$ cat src/inc/gpio_share_pkg.sv
// constants for the shared gpio port with peripheral disable controls
package gpio_share_pkg;
  localparam int unsigned ADDR_W = 6;
  localparam logic [5:0] OFF_DIR = 6'h00;
  localparam logic [5:0] OFF_LAT = 6'h04;
  localparam logic [5:0] OFF_PIN = 6'h08;
  localparam logic [5:0] OFF_ODC = 6'h0c;
  localparam logic [5:0] OFF_ACFG = 6'h10;
  localparam logic [5:0] OFF_PMA = 6'h14;
  localparam logic [5:0] OFF_PMB = 6'h18;
  localparam logic [5:0] OFF_PMC = 6'h1c;
  localparam logic [15:0] RST_DIR = 16'hffff;
  localparam logic [15:0] RST_LAT = 16'h0000;
  localparam logic [15:0] RST_ODC = 16'h0000;
  localparam logic [15:0] RST_ACFG = 16'h0000;
  localparam logic [15:0] RST_PM = 16'h0000;
  localparam logic [15:0] PMA_MASK = 16'h0003;
  localparam logic [15:0] PMB_MASK = 16'hffff;
  localparam logic [15:0] PMC_MASK = 16'hf003;
  localparam int unsigned PMA_CAN1 = 1;
  localparam int unsigned PMA_ADC1 = 0;
  localparam int unsigned PMB_CAP_LO = 8;
  localparam int unsigned PMB_CMP_LO = 0;
  localparam int unsigned PMC_TMR_LO = 12;
  localparam int unsigned PMC_TWI2 = 1;
  localparam int unsigned PMC_ADC2 = 0;
  localparam logic [1:0] RESP_OKAY = 2'b00;
  localparam logic [1:0] RESP_SLVERR = 2'b10;
endpackage

$ cat src/rtl/gpio_share_port.sv
// shared gpio port with pin mux, open drain, analog cfg and peripheral disable registers
`timescale 1ns/10ps
module gpio_share_port #(
  parameter int unsigned WIDTH = 16,
  parameter logic [15:0] PIN_VALID = 16'hffff,
  parameter logic [15:0] ANALOG_PINS = 16'h00ff,
  parameter logic [15:0] OUT_CAPABLE = 16'hffff,
  parameter int unsigned UNITS = 32
) (
  input wire logic sys_clk,
  input wire logic srst,
  input wire logic [5:0] s_axi_awaddr,
  input wire logic s_axi_awvalid,
  output logic s_axi_awready,
  input wire logic [31:0] s_axi_wdata,
  input wire logic [3:0] s_axi_wstrb,
  input wire logic s_axi_wvalid,
  output logic s_axi_wready,
  output logic [1:0] s_axi_bresp,
  output logic s_axi_bvalid,
  input wire logic s_axi_bready,
  input wire logic [5:0] s_axi_araddr,
  input wire logic s_axi_arvalid,
  output logic s_axi_arready,
  output logic [31:0] s_axi_rdata,
  output logic [1:0] s_axi_rresp,
  output logic s_axi_rvalid,
  input wire logic s_axi_rready,
  input wire logic [WIDTH-1:0] pin_in,
  output logic [WIDTH-1:0] pin_out,
  output logic [WIDTH-1:0] pin_oe,
  input wire logic [WIDTH-1:0] periph_out,
  input wire logic [WIDTH-1:0] periph_drive,
  input wire logic [WIDTH-1:0] periph_pin_owner_any,
  output logic [WIDTH-1:0] periph_in,
  output logic [WIDTH-1:0] analog_sel,
  output logic [UNITS-1:0] unit_enable
);
  // periph_pin_owner_any: per pin, the sharing peripheral is enabled by its own unit gating
  typedef struct packed {
    logic [WIDTH-1:0] dir;
    logic [WIDTH-1:0] lat;
    logic [WIDTH-1:0] odc;
    logic [WIDTH-1:0] acfg;
    logic [15:0] pma;
    logic [15:0] pmb;
    logic [15:0] pmc;
    logic aw_got;
    logic w_got;
    logic [5:0] awaddr;
    logic [31:0] wdata;
    logic [3:0] wstrb;
    logic bvalid;
    logic [1:0] bresp;
    logic rvalid;
    logic [31:0] rdata;
    logic [1:0] rresp;
    logic [WIDTH-1:0] pout;
    logic [WIDTH-1:0] poe;
    logic [WIDTH-1:0] pin_s;
    logic [WIDTH-1:0] pins;
    logic [WIDTH-1:0] asel;
    logic [UNITS-1:0] uen;
  } state_t;

  state_t state_reg;
  state_t state_next;
  logic [WIDTH-1:0] own;
  logic [WIDTH-1:0] adig;
  logic [15:0] wval;
  logic [15:0] rv;
  logic [WIDTH-1:0] pinread;
  logic adc_off;
  // reset pattern cut to the port width, declared before the checks that read it
  localparam logic [WIDTH-1:0] RST_DIR_W = gpio_share_pkg::RST_DIR[WIDTH-1:0];

  always_comb begin
    state_next = state_reg;
    wval = '0;
    rv = '0;
    // either adc disabled
    // one shared cfg register, so a single disabled converter frees every analog pin
    adc_off = state_reg.pma[gpio_share_pkg::PMA_ADC1] | state_reg.pmc[gpio_share_pkg::PMC_ADC2];
    adig = adc_off ? ANALOG_PINS : (state_reg.acfg & ANALOG_PINS);
    // peripheral drives only while enabled and active; input only pins never claim
    // output capable mask keeps input only sharers off the mux
    own = periph_drive & periph_pin_owner_any & OUT_CAPABLE & PIN_VALID;
    pinread = state_reg.pins & PIN_VALID & ~(ANALOG_PINS & ~adig);

    // axi write path, address and data in either order
    if (s_axi_awvalid && !state_reg.aw_got) begin
      state_next.aw_got = 1'b1;
      state_next.awaddr = s_axi_awaddr;
    end
    if (s_axi_wvalid && !state_reg.w_got) begin
      state_next.w_got = 1'b1;
      state_next.wdata = s_axi_wdata;
      state_next.wstrb = s_axi_wstrb;
    end
    if (state_reg.aw_got && state_reg.w_got && !state_reg.bvalid) begin
      wval[7:0] = state_reg.wstrb[0] ? state_reg.wdata[7:0] : 8'h00;
      wval[15:8] = state_reg.wstrb[1] ? state_reg.wdata[15:8] : 8'h00;
      state_next.aw_got = 1'b0;
      state_next.w_got = 1'b0;
      state_next.bvalid = 1'b1;
      state_next.bresp = gpio_share_pkg::RESP_OKAY;
      case (state_reg.awaddr)
        gpio_share_pkg::OFF_DIR: state_next.dir = merge(state_reg.dir, wval, state_reg.wstrb) & PIN_VALID;
        gpio_share_pkg::OFF_LAT: state_next.lat = merge(state_reg.lat, wval, state_reg.wstrb) & PIN_VALID;
        // pin write goes to the latch
        gpio_share_pkg::OFF_PIN: state_next.lat = merge(state_reg.lat, wval, state_reg.wstrb) & PIN_VALID;
        gpio_share_pkg::OFF_ODC: state_next.odc = merge(state_reg.odc, wval, state_reg.wstrb) & PIN_VALID;
        gpio_share_pkg::OFF_ACFG: state_next.acfg = merge(state_reg.acfg, wval, state_reg.wstrb) & ANALOG_PINS;
        gpio_share_pkg::OFF_PMA: state_next.pma = merge(state_reg.pma, wval, state_reg.wstrb) & gpio_share_pkg::PMA_MASK;
        gpio_share_pkg::OFF_PMB: state_next.pmb = merge(state_reg.pmb, wval, state_reg.wstrb) & gpio_share_pkg::PMB_MASK;
        gpio_share_pkg::OFF_PMC: state_next.pmc = merge(state_reg.pmc, wval, state_reg.wstrb) & gpio_share_pkg::PMC_MASK;
        default: state_next.bresp = gpio_share_pkg::RESP_SLVERR;
      endcase
    end
    if (state_reg.bvalid && s_axi_bready) begin
      state_next.bvalid = 1'b0;
    end

    // axi read path
    if (s_axi_arvalid && !state_reg.rvalid) begin
      state_next.rvalid = 1'b1;
      state_next.rresp = gpio_share_pkg::RESP_OKAY;
      case (s_axi_araddr)
        gpio_share_pkg::OFF_DIR: rv = state_reg.dir;
        gpio_share_pkg::OFF_LAT: rv = state_reg.lat;
        gpio_share_pkg::OFF_PIN: rv = pinread;
        gpio_share_pkg::OFF_ODC: rv = state_reg.odc;
        gpio_share_pkg::OFF_ACFG: rv = state_reg.acfg;
        gpio_share_pkg::OFF_PMA: rv = state_reg.pma;
        gpio_share_pkg::OFF_PMB: rv = state_reg.pmb;
        gpio_share_pkg::OFF_PMC: rv = state_reg.pmc;
        default: state_next.rresp = gpio_share_pkg::RESP_SLVERR;
      endcase
      state_next.rdata = {16'h0000, rv};
    end else if (state_reg.rvalid && s_axi_rready) begin
      state_next.rvalid = 1'b0;
    end

    // pin registered two cycles so a read right after a write may see old level
    state_next.pin_s = pin_in;
    state_next.pins = state_reg.pin_s;
    // open drain drives only a low
    // idle peripheral leaves port in charge
    for (int i = 0; i < WIDTH; i++) begin
      if (own[i]) begin
        state_next.pout[i] = periph_out[i];
        state_next.poe[i] = 1'b1;
      end else if (!state_reg.dir[i] && PIN_VALID[i]) begin
        state_next.pout[i] = state_reg.odc[i] ? 1'b0 : state_reg.lat[i];
        state_next.poe[i] = state_reg.odc[i] ? ~state_reg.lat[i] : 1'b1;
      end else begin
        state_next.pout[i] = 1'b0;
        state_next.poe[i] = 1'b0;
      end
    end
    state_next.asel = ANALOG_PINS & ~adig;
    state_next.uen = '0;
    state_next.uen[1:0] = ~state_reg.pma[1:0];
    state_next.uen[17:2] = ~state_reg.pmb;
    state_next.uen[19:18] = ~state_reg.pmc[1:0];
    state_next.uen[23:20] = ~state_reg.pmc[15:12];
    if (srst) begin
      state_next = '0;
      state_next.dir = gpio_share_pkg::RST_DIR[WIDTH-1:0] & PIN_VALID;
      state_next.lat = gpio_share_pkg::RST_LAT[WIDTH-1:0];
      state_next.odc = gpio_share_pkg::RST_ODC[WIDTH-1:0];
      state_next.acfg = gpio_share_pkg::RST_ACFG[WIDTH-1:0];
      state_next.pma = gpio_share_pkg::RST_PM;
      state_next.pmb = gpio_share_pkg::RST_PM;
      state_next.pmc = gpio_share_pkg::RST_PM;
    end
  end

  function automatic logic [15:0] merge(input logic [15:0] old, input logic [15:0] nv, input logic [3:0] st);
    merge = old;
    if (st[0]) merge[7:0] = nv[7:0];
    if (st[1]) merge[15:8] = nv[15:8];
  endfunction

  always_ff @(posedge sys_clk) begin
    state_reg <= state_next;
  end

  assign s_axi_awready = ~state_reg.aw_got;
  assign s_axi_wready = ~state_reg.w_got;
  assign s_axi_bvalid = state_reg.bvalid;
  assign s_axi_bresp = state_reg.bresp;
  assign s_axi_arready = ~state_reg.rvalid;
  assign s_axi_rvalid = state_reg.rvalid;
  assign s_axi_rdata = state_reg.rdata;
  assign s_axi_rresp = state_reg.rresp;
  assign pin_out = state_reg.pout;
  assign pin_oe = state_reg.poe;
  // peripheral sees only the outside pin level, never the port latch
  assign periph_in = state_reg.pins;
  assign analog_sel = state_reg.asel;
  assign unit_enable = state_reg.uen;

  chk_pmc_unimpl: assert property (
    @(posedge sys_clk) disable iff (srst) state_reg.pmc[11:2] == 10'h000)
    else $error("third disable register unimplemented bits set");
  chk_reset_dir: assert property (
    @(posedge sys_clk) srst |=> state_reg.dir == (RST_DIR_W & PIN_VALID))
    else $error("direction not input after reset");
  chk_reset_pm: assert property (
    @(posedge sys_clk) srst |=> (state_reg.pma | state_reg.pmb | state_reg.pmc) == 16'h0000)
    else $error("disable bits not cleared by reset");
  chk_analog_reset: assert property (
    @(posedge sys_clk) srst |=> state_reg.acfg == '0)
    else $error("analog cfg not cleared by reset");
  chk_periph_own: assert property (
    @(posedge sys_clk) disable iff (srst) own[0] |=> pin_oe[0] && pin_out[0] == $past(periph_out[0]))
    else $error("peripheral not given the pin");
  chk_idle_port: assert property (
    @(posedge sys_clk) disable iff (srst)
    (!own[0] && !state_reg.dir[0] && !state_reg.odc[0] && PIN_VALID[0]) |=> pin_oe[0] && pin_out[0] == $past(state_reg.lat[0]))
    else $error("port latch not on idle pin");
  chk_dir_input: assert property (
    @(posedge sys_clk) disable iff (srst) (state_reg.dir[0] && !own[0]) |=> !pin_oe[0])
    else $error("input pin driven");
  chk_od_low: assert property (
    @(posedge sys_clk) disable iff (srst) (state_reg.odc[0] && !own[0]) |=> !(pin_oe[0] && pin_out[0]))
    else $error("open drain pin driven high");
  chk_od_release: assert property (
    @(posedge sys_clk) disable iff (srst)
    (state_reg.odc[0] && !own[0] && !state_reg.dir[0] && state_reg.lat[0]) |=> !pin_oe[0])
    else $error("open drain pin not released for high");
  chk_adc_digital: assert property (
    @(posedge sys_clk) disable iff (srst) adc_off |=> analog_sel == '0)
    else $error("analog selected while adc disabled");
  // peripheral sees outside level
  // two stage sample, so only look once both stages hold post-reset data
  chk_loop_block: assert property (
    @(posedge sys_clk) disable iff (srst) (!$past(srst) && !$past(srst, 2)) |-> periph_in == $past(pin_in, 2))
    else $error("peripheral input not taken from the pin");
  chk_unit_off: assert property (
    @(posedge sys_clk) disable iff (srst) state_reg.pmb[8] |=> !unit_enable[10])
    else $error("capture1 enabled while disabled");
  chk_capture8_off: assert property (
    @(posedge sys_clk) disable iff (srst) state_reg.pmb[15] |=> !unit_enable[17])
    else $error("capture8 enabled while disabled");
  chk_compare1_off: assert property (
    @(posedge sys_clk) disable iff (srst) state_reg.pmb[0] |=> !unit_enable[2])
    else $error("compare1 enabled while disabled");
  chk_timer9_off: assert property (
    @(posedge sys_clk) disable iff (srst) state_reg.pmc[15] |=> !unit_enable[23])
    else $error("timer9 enabled while disabled");
  chk_adc2_off: assert property (
    @(posedge sys_clk) disable iff (srst) state_reg.pmc[0] |=> !unit_enable[18] && analog_sel == '0)
    else $error("adc2 enabled while disabled");
  chk_can_off: assert property (
    @(posedge sys_clk) disable iff (srst) state_reg.pma[1] |=> !unit_enable[1])
    else $error("can1 enabled while disabled");
  chk_invalid_zero: assert property (
    @(posedge sys_clk) disable iff (srst) ((state_reg.dir | state_reg.lat) & ~PIN_VALID) == '0)
    else $error("nonexistent pin bits set");
  chk_absent_drive: assert property (
    @(posedge sys_clk) disable iff (srst) (pin_oe & ~PIN_VALID) == '0)
    else $error("nonexistent pin driven");
endmodule

$ cat config.mk
export PLATFORM = sky130hd
export DESIGN_NAME = gpio_share_port
export DESIGN_NICKNAME = d
export VERILOG_FILES = /design/src/inc/gpio_share_pkg.sv /design/src/rtl/gpio_share_port.sv
export SDC_FILE = /design/constraint.sdc
export NUM_CORES = 1
export LEC_CHECK = 0
export BUFFER_PORTS_ARGS = -buffer_cell sky130_fd_sc_hd__buf_2
export CORE_ASPECT_RATIO = 2
export CORE_MARGIN = 5
export CORE_UTILIZATION = 56
export CTS_CLUSTER_DIAMETER = 30
export DETAILED_ROUTE_END_ITERATION = 6
export PLACE_DENSITY = 0.82
export SLEW_MARGIN = 15
export SYNTH_ARGS = -nofsm -noshare
export SYNTH_HDL_FRONTEND = slang
export SYNTH_SLANG_ARGS = --single-unit
$ cat constraint.sdc
create_clock -name sys_clk -period 4.15 [get_ports sys_clk]
set_input_delay 0.415 -clock sys_clk [delete_from_list [all_inputs] [get_ports sys_clk]]
set_output_delay 0.415 -clock sys_clk [all_outputs]
set_load 0.05 [all_outputs]
---- Word level (Yosys, flattened, before mapping) ----
Cells that the tools add are included.
cells by class
  eq/ne operators ......................... 14
  multiplexer cells ....................... 102
  bitwise logic cells ..................... 28
  reduce and logical (&&, ||, !) cells .... 31
operator list
  operator            number
  $pmux 16 s8         1
  $mux 1              98
  $eq 6x5->1 const B  8
  $reduce_and 3->1    12
  $and 16x16->16      2
  $eq 6x4->1 const B  4
  $not 1->1           19
  $not 16->16         1
  $not 8->16          1
  $reduce_or 8->1     2
  $eq 6x3->1 const B  2
  $logic_not 6->1     2
  $mux 8              1
  $not 8->8           1
  $logic_and 1x1->1   7
  $reduce_or 2->1     3
  $logic_not 1->1     4
  $mux 2              2
  $not 2->2           2
  $not 4->4           1
  $reduce_bool 2->1   1
  $or 1x1->1          1
word-level totals
  bits in registers ....................... 258
  input bits .............................. 119
  output and inout bits ................... 137
  logic and storage cells ................. 205

---- Logic depth before layout (Yosys ltp) ----
Gate-level depths: netlist of the first run.
  depth in word-level cells ............... 6
  gate-level depth with buffers ........... 7
  mapped depth without buffers ............ 5

---- Worst setup path before layout of the first run ----
Ideal clock, no wire load.
  kind .................................... register to register
  start point ............................. register state_reg, in the netlist s_axi_bvalid
  end point ............................... register state_reg[303] in the netlist's numbering
  library setup time ...................... 120 ps
  data arrival time ....................... 1889 ps
  data required time ...................... 4030 ps
  slack ................................... 2141 ps
  stages on the path, launching flop included .. 8
  buffers on the path ..................... 2
  clock period less this slack ............ 2009 ps
  path through ............................ dfxtp_1 -> nand3b_1 -> nor3_4 -> and3_1 -> buf_6 -> buf_12 -> nor2b_1 -> a211o_1
between the ends
  longest elaborated chain between the ends .. 3
RTL lines
  item                        RTL line                RTL
  from (decl)                 gpio_share_port.sv:66   state_t state_reg;
  from (signal assigned)      gpio_share_port.sv:186  state_reg <= state_next;
  $logic_not 1->1             gpio_share_port.sv:100  if (state_reg.aw_got && state_reg.w_got && !state_reg.bvalid) begin
  $logic_and 1x1->1           gpio_share_port.sv:100
  $reduce_and 3->1 (no line)  -
Every way passes these cells.
A chain may end at the register's enable or synchronous reset.

---- Final worst setup path of the first run ----
  start point ............................. register state_reg, in the netlist s_axi_bvalid
  end point ............................... register state_reg[298] in the netlist's numbering
The elaborated chain is that of the path after synthesis.

==> run_results.csv, run 1 <==
group,metric,value,unit
timing,setup-violations-final,0,
logic_synthesis,netlist-cell-type-count,53,
worst_setup_path,rr_startpoint,"s_axi_bvalid",
route,detail_route.vias_per_cell,5.34,
run,max_cap_viol_count,0,
cts,insertion_delay,0.51,ns
worst_setup_path,worst-endpoint-arrival,2.69,ns
worst_setup_path,timing.reg2reg.worst_path_depth,5,
finish,final_layout_size_suffix_gt1_share,25.0,%
cts,htree_levels,1,
place,gpl.final_weighted_congestion,0.835,
timing,final_min_period_over_clock_period,55.2,%
cts,ctsHoldBuffers,0,
cts,clk_transition_reported_paths,0.06,ns
finish,final_area,0.0103,sq mm
logic_synthesis,yosysWarnings,0,
worst_setup_path,slowest_stage,"sky130_fd_sc_hd__and3_1",
timing,slew_viol_final,0,
cts,postCtsSetupBuffers,0,
timing,rsz0062_at_grt,"no",
place,post-place-cells,1243,
route,wl_met2,12400,microns
status,status,"finished, final reports clean",
hold_path,hold_depth,2,
logic_synthesis,postSynthRegisterBits,222,
global_routing,track_usage,22.9,%
pwr,power.share.switching,26.1,%
cts,clockRootBuffer,"sky130_fd_sc_hd__clkbuf_16",
global_routing,vias_in_the_first_global_route,6946,
logic_synthesis,postSynth.asyncResetShare,0,%
floorplanning,chipHeight,191,microns
worst_setup_path,critical-path-top-delay-family,"simple AND/OR/NAND/NOR gates",
logic_synthesis,yosys-top-cells-area,"sky130_fd_sc_hd__dfxtp_1 (48%), sky130_fd_sc_hd__buf_4 (11%), sky130_fd_sc_hd__mux2i_1 (8.5%)",
route,antenna_violating_nets_post_route,0,
logic_synthesis,yosys-top-cells-count,"sky130_fd_sc_hd__dfxtp_1 (222), sky130_fd_sc_hd__buf_4 (132), sky130_fd_sc_hd__nor2_1 (126), sky130_fd_sc_hd__nand2_1 (105), sky130_fd_sc_hd__mux2i_1 (78)",
cts,cts_inserted_buffers,26,
timing,worstMarginPinSlew,1.01,ns
pwr,power.total,5110,uW
global_routing,grt_first_pass_wirelength,34700,microns
worst_setup_path,slowest_delay,0.67,ns
worst_setup_path,critical_path.n_buffers_inverters,0,
finish,layout.core_utilization,63.9,%
logic_synthesis,postSynthCellCount,983,
pwr,cell_internal_pwr,3780,uW
logic_synthesis,synth.cell_area,0.00920,sq mm
timing,fin_setup_tns,0,ns
floorplanning,initial_core_util,56.8,%
route,wl_met1,7510,microns
hold_path,hold_path.startpoint,"s_axi_rready",
logic_synthesis,post-synth-top-count-cell,"sky130_fd_sc_hd__dfxtp_1",
finish,largest_reg_flops,122,
logic_synthesis,syn-mean-instance-area,9.36,sq um
cts,clkSinkCount,222,
route,dr_total_vias,6894,
pwr,power.sequential.fraction,43.8,%
logic_synthesis,synth_flop_cell,"sky130_fd_sc_hd__dfxtp_1",
pwr,powerDensity,494,mW/mm^2
finish,finalNetCount,1186,
pwr,clockPowerShare,46.9,%
timing,fin_skew,0.0120,ns
finish,area_growth_syn_to_layout,12.4,%
logic_synthesis,synth_sequential_area_ratio,48.3,%
timing,report.final.hold_viol_count,0,
floorplanning,floorplan.die_area,0.0192,sq mm
finish,insertedDiodeCount,0,
worst_setup_path,crit_path_start_kind,"flip-flop",
route,drc,0,
timing,timing.fmax,437,MHz
worst_setup_path,timing.critical_path.cells,"nand3b_1 -> nor3_4 -> and3_1 -> nor2b_1 -> a211o_2",
route,drt-wirelength-per-cell,17.6,microns
global_routing,total_grt_overflow,0,
worst_setup_path,crit_type,"reg -> reg",
global_routing,antenna_found_initial,3,
logic_synthesis,netlist.area_leader.share,48.3,%
cts,postCtsResizedCells,0,
finish,stdcell_count,1290,
place,placed_cell_areas,0.00941,sq mm
cts,tritoncts,"yes",
pwr,comb_power_share,9.3,%
floorplanning,chipWidth,101,microns
timing,timing.max_slew.rel_slack,32.6,%
worst_setup_path,maximum_fanout_along_the_worst_path,16,
pwr,max-vdd-ir-drop,464,uV
worst_setup_path,critical_path_data_required_time,4.55,ns
hold_path,min_path_type,"in -> reg",
place,dp.final_hpwl,16300,microns
timing,post-route-min-period,2.29,ns
worst_setup_path,r2r_slack,1.86,ns
logic_synthesis,synth-edff-count,0,
pwr,p_switching,1330,uW
cts,buffer_depth_of_the_longest_clock_path,3,
global_routing,grt_max_degree,124,
floorplanning,num_io_pins,256,
worst_setup_path,reg2reg_to,"state_reg[298]",
floorplanning,rows,66,
pwr,leakage_component_of_the_power,0.00463,uW
route,drt_pass1_iterations,5,
hold_path,hold-path-endpoint,"s_axi_rvalid",
route,top_layer_used,"met5",
logic_synthesis,synth_largest_area_cell,"sky130_fd_sc_hd__dfxtp_1",
floorplanning,core_region_area,0.0162,sq mm
worst_setup_path,critical_path.endpoint_type,"flip-flop",
place,count_of_buffers_inserted_at_the_top_level_ports,203,
route,sum_of_met3_wire_segment_lengths_after_detailed_routing,1470,microns
route,wirelength,22700,microns
route,detailedRoute.firstIterationViolations,252,
-- worst reg2reg max path, cell delays in order (launching register included) --
cell                       delay [ns]
sky130_fd_sc_hd__dfxtp_1         0.33
sky130_fd_sc_hd__nand3b_1        0.33
sky130_fd_sc_hd__nor3_4          0.42
sky130_fd_sc_hd__and3_1          0.67
sky130_fd_sc_hd__nor2b_1         0.12
sky130_fd_sc_hd__a211o_2         0.32
-- routing by layer --
| metal | global-route usage [%] | vias to the layer above |
|---|---|---|
| li1 | - | 3318 |
| met1 | 22.2 | 3210 |
| met2 | 43.3 | 289 |
| met3 | 4.16 | 71 |
| met4 | 13.9 | 6 |
| met5 | 0 | - |
-- per-stage QoR --
| step | setup slack, ns | hold WS (ns) |
|---|---|---|
| floorplan | 2.14 | 0.406 |
| global placement | 1.82 | 0.416 |
| detailed placement | 1.82 | 0.422 |
| CTS | 1.86 | 0.0830 |
| global route | 1.73 | 0.100 |
| finish | 1.86 | 0.0936 |
-- cell families (layout without fill, tap and decap cells) --
family	after synthesis	in the layout	synth area share [%]
flip-flops	222	222	48.3
AND/OR/NAND/NOR	345	345	17.4
multiplexers	89	89	11.1
XOR/XNOR	1	1	0.0952
AO/OA/AOI/OAI	137	137	9.62
buffers and inverters	188	258	13.4
other	1	34	0.0408
-- power groups by stage --
stage	Sequential, uW	Clock [uW]	Combinational, uW
after floorplan	2270	0	424
after global placement	2280	0	470
after detailed placement	2280	0	475
after CTS	2240	2430	476
after global routing	2240	2530	504
final	2240	2400	474
-- how the worst max path moves through the flow --
stage / from / endpoint / slack (ns) / depth (start not counted)
5_1_grt: state_reg[192] / state_reg[298] / 1.73 / 5
3_3_place_gp: s_axi_araddr[2] / s_axi_rdata[6] / 1.82 / 6
2_1_floorplan: s_axi_bvalid / state_reg[303] / 2.14 / 7
6_report: s_axi_bvalid / state_reg[298] / 1.86 / 5
4_1_cts: s_axi_bvalid / state_reg[298] / 1.86 / 5
3_5_place_dp: s_axi_araddr[2] / s_axi_rdata[6] / 1.82 / 6
-- final cells by class --
| type | instances | area (sq um) |
|---|---|---|
| inverters | 7 | 26.3 |
| fillers | 1363 | 5850 |
| clock inverters | 19 | 249 |
| multi-input cells | 606 | 3640 |
| well taps | 204 | 255 |
| clock buffers | 28 | 679 |
| flip-flops and latches | 222 | 4440 |
| repair buffers | 204 | 1040 |
-- cells in the final DEF (no fill, tap or decap), types with 10 or more instances in the layout --
| master | n |
|---|---|
| sky130_fd_sc_hd__a21o_1 | 10 |
| sky130_fd_sc_hd__dfxtp_1 | 222 |
| sky130_fd_sc_hd__nand3_1 | 25 |
| sky130_fd_sc_hd__nor2_1 | 126 |
| sky130_fd_sc_hd__a21oi_1 | 64 |
| sky130_fd_sc_hd__nand2_1 | 105 |
| sky130_fd_sc_hd__o211ai_1 | 12 |
| sky130_fd_sc_hd__mux2i_1 | 78 |
| sky130_fd_sc_hd__buf_2 | 202 |
| sky130_fd_sc_hd__mux4_2 | 10 |
| sky130_fd_sc_hd__nor2b_1 | 48 |
| sky130_fd_sc_hd__conb_1 | 34 |
| sky130_fd_sc_hd__clkbuf_16 | 27 |
Power figures use the tool's default switching activity.
==> inputs of run 2 (changes only) <==
--- a/config.mk
+++ b/config.mk
@@ -8,10 +8,10 @@
 export BUFFER_PORTS_ARGS = -buffer_cell sky130_fd_sc_hd__buf_2
 export CORE_ASPECT_RATIO = 2
 export CORE_MARGIN = 5
-export CORE_UTILIZATION = 56
+export CORE_UTILIZATION = 52
 export CTS_CLUSTER_DIAMETER = 30
 export DETAILED_ROUTE_END_ITERATION = 6
-export PLACE_DENSITY = 0.82
+export PLACE_DENSITY = 0.77
 export SLEW_MARGIN = 15
 export SYNTH_ARGS = -nofsm -noshare
 export SYNTH_HDL_FRONTEND = slang
==> constraint.sdc (replaced) <==
create_clock -name sys_clk -period 2.2 [get_ports sys_clk]
set_input_delay 0.22 -clock sys_clk [delete_from_list [all_inputs] [get_ports sys_clk]]
set_output_delay 0.22 -clock sys_clk [all_outputs]
set_load 0.05 [all_outputs]
==> run_results.csv, run 2 (synthesis gave the netlist of run 1 again) <==
group,metric,value,unit
status,status,"finished, final reports clean",
timing,rsz0062_at_grt,"no",
finish,finalNetCount,1299,
global_routing,total_grt_overflow,0,
place,count_of_buffers_inserted_at_the_top_level_ports,203,
worst_setup_path,maximum_fanout_along_the_worst_path,16,
finish,largest_reg_flops,122,
global_routing,track_usage,23.5,%
pwr,leakage_component_of_the_power,0.00508,uW
timing,report.final.hold_viol_count,0,
floorplanning,chipHeight,198,microns
route,drt-wirelength-per-cell,17.8,microns
finish,insertedDiodeCount,0,
finish,most-common-layout-cells,"sky130_fd_sc_hd__dfxtp_1 (222), sky130_fd_sc_hd__buf_2 (202), sky130_fd_sc_hd__nor2_1 (126)",
pwr,comb_power_share,10.6,%
cts,clk_transition_reported_paths,0.06,ns
route,wirelength,25100,microns
worst_setup_path,critical_path_data_required_time,2.61,ns
pwr,power.share.switching,26.0,%
pwr,p_switching,2570,uW
cts,htree_levels,1,
global_routing,grt_first_pass_wirelength,39600,microns
worst_setup_path,crit_path_start,"state_reg[192]",
floorplanning,chipWidth,104,microns
pwr,max-vdd-ir-drop,667,uV
timing,setup_slack,0.129,ns
global_routing,antenna_found_initial,0,
timing,timing.max_slew.rel_slack,44.5,%
place,dp.final_hpwl,16700,microns
pwr,power.sequential.fraction,42.7,%
place,gpl.final_weighted_congestion,0.861,
cts,buffer_depth_of_the_longest_clock_path,3,
finish,area_growth_syn_to_layout,24.4,%
timing,worstMarginPinSlew,0.829,ns
cts,insertion_delay,0.52,ns
route,detailedRoute.firstIterationViolations,280,
route,detail_route.vias_per_cell,5.28,
hold_path,min_path_type,"in -> reg",
finish,mostFrequentLayoutCell,"sky130_fd_sc_hd__dfxtp_1",
floorplanning,num_io_pins,256,
pwr,cell_internal_pwr,7310,uW
timing,slew_viol_final,0,
cts,tritoncts,"yes",
worst_setup_path,worst-endpoint-arrival,2.48,ns
hold_path,hold_path.startpoint,"periph_drive[12]",
global_routing,grt_max_degree,86,
route,dr_total_vias,7442,
finish,final_layout_size_suffix_gt1_share,23.9,%
worst_setup_path,rr_startpoint,"state_reg[192]",
timing,fin_skew,0.00786,ns
pwr,powerDensity,863,mW/mm^2
run,max_cap_viol_count,0,
worst_setup_path,critical_path.endpoint_type,"flip-flop",
place,pre_cts_slack,0.143,ns
global_routing,vias_in_the_first_global_route,7742,
timing,setup-violations-final,0,
timing,fin_setup_tns,0,ns
worst_setup_path,crit_type,"reg -> reg",
timing,post-route-min-period,2.07,ns
worst_setup_path,crit_path_start_kind,"flip-flop",
floorplanning,rows,68,
cts,cts_inserted_buffers,28,
floorplanning,floorplan.die_area,0.0206,sq mm
cts,clkSinkCount,222,
cts,clockRootBuffer,"sky130_fd_sc_hd__clkbuf_16",
pwr,clockPowerShare,46.6,%
route,antenna_violating_nets_post_route,0,
timing,timing.fmax,483,MHz
route,drc,0,
route,drt_pass1_iterations,5,
floorplanning,core_region_area,0.0174,sq mm
cts,postCtsSetupBuffers,0,
timing,final_min_period_over_clock_period,94.1,%
floorplanning,initial_core_util,53.0,%
run 2: path summary, 6_finish.rpt:
check / to / slack (ns) / cells past startpoint
hold / removal: pin_oe[12] / 0.01 / 3
setup / recovery: state_reg[298] / 0.13 / 6
setup reg to reg: state_reg[298] / 0.13 / 6
hold reg to reg: periph_in[2] / 0.44 / 1
run 2: worst max-delay path, stage by stage, from the launching register on:
cell	delay (ns)
sky130_fd_sc_hd__dfxtp_1	0.38
sky130_fd_sc_hd__nand3b_1	0.28
sky130_fd_sc_hd__nor3_4	0.46
sky130_fd_sc_hd__and3_1	0.23
sky130_fd_sc_hd__buf_4	0.23
sky130_fd_sc_hd__nor2b_1	0.08
sky130_fd_sc_hd__a211o_2	0.30
run 2: what timing repair did:
item | 4_1_cts | 5_1_grt
resized for setup | 0 | 1
hold endpoints to repair | 72 | 0
hold buffers | 97 | 0
setup endpoints to repair | 0 | 1
run 2: layout make-up:
class	count	area, sq um
clock buffer	33	751
clock inverter	16	204
fill	1352	5910
inverter	7	26.3
multi-input combinational	606	3650
sequential	222	4440
tap	210	263
timing repair buffer	315	2110
run 2: metrics by stage:
stage | hold slack [ns] | total power, uW | cell area, sq um | utilization (%) | cells
after floorplan | 0.319 | 5080 | 9320 | - | 1016
after global placement | 0.407 | 5200 | 9510 | 54.8 | 1263
after detailed placement | 0.413 | 5210 | 9510 | 54.8 | 1263
after CTS | 0.00273 | 9950 | 11400 | 65.9 | 1409
after global routing | 0.0168 | 10200 | 11400 | 65.9 | 1409
final | 0.0142 | 9880 | 11400 | 65.9 | 1409
run 2: power by group through the flow:
stage	clock network [uW]	registers [uW]	logic, uW
2_1_floorplan	0	4280	799
3_3_place_gp	0	4300	897
3_5_place_dp	0	4310	906
4_1_cts	4690	4220	1040
5_1_grt	4860	4230	1120
6_report	4610	4220	1050
run 2: metal layers:
layer	up-vias	global-route usage, %	share of wire, %
li1	3549	-	-
met1	3537	22.9	34
met2	275	45.4	55
met3	81	4.40	5.5
met4	0	13.6	5.9
met5	-	0	0
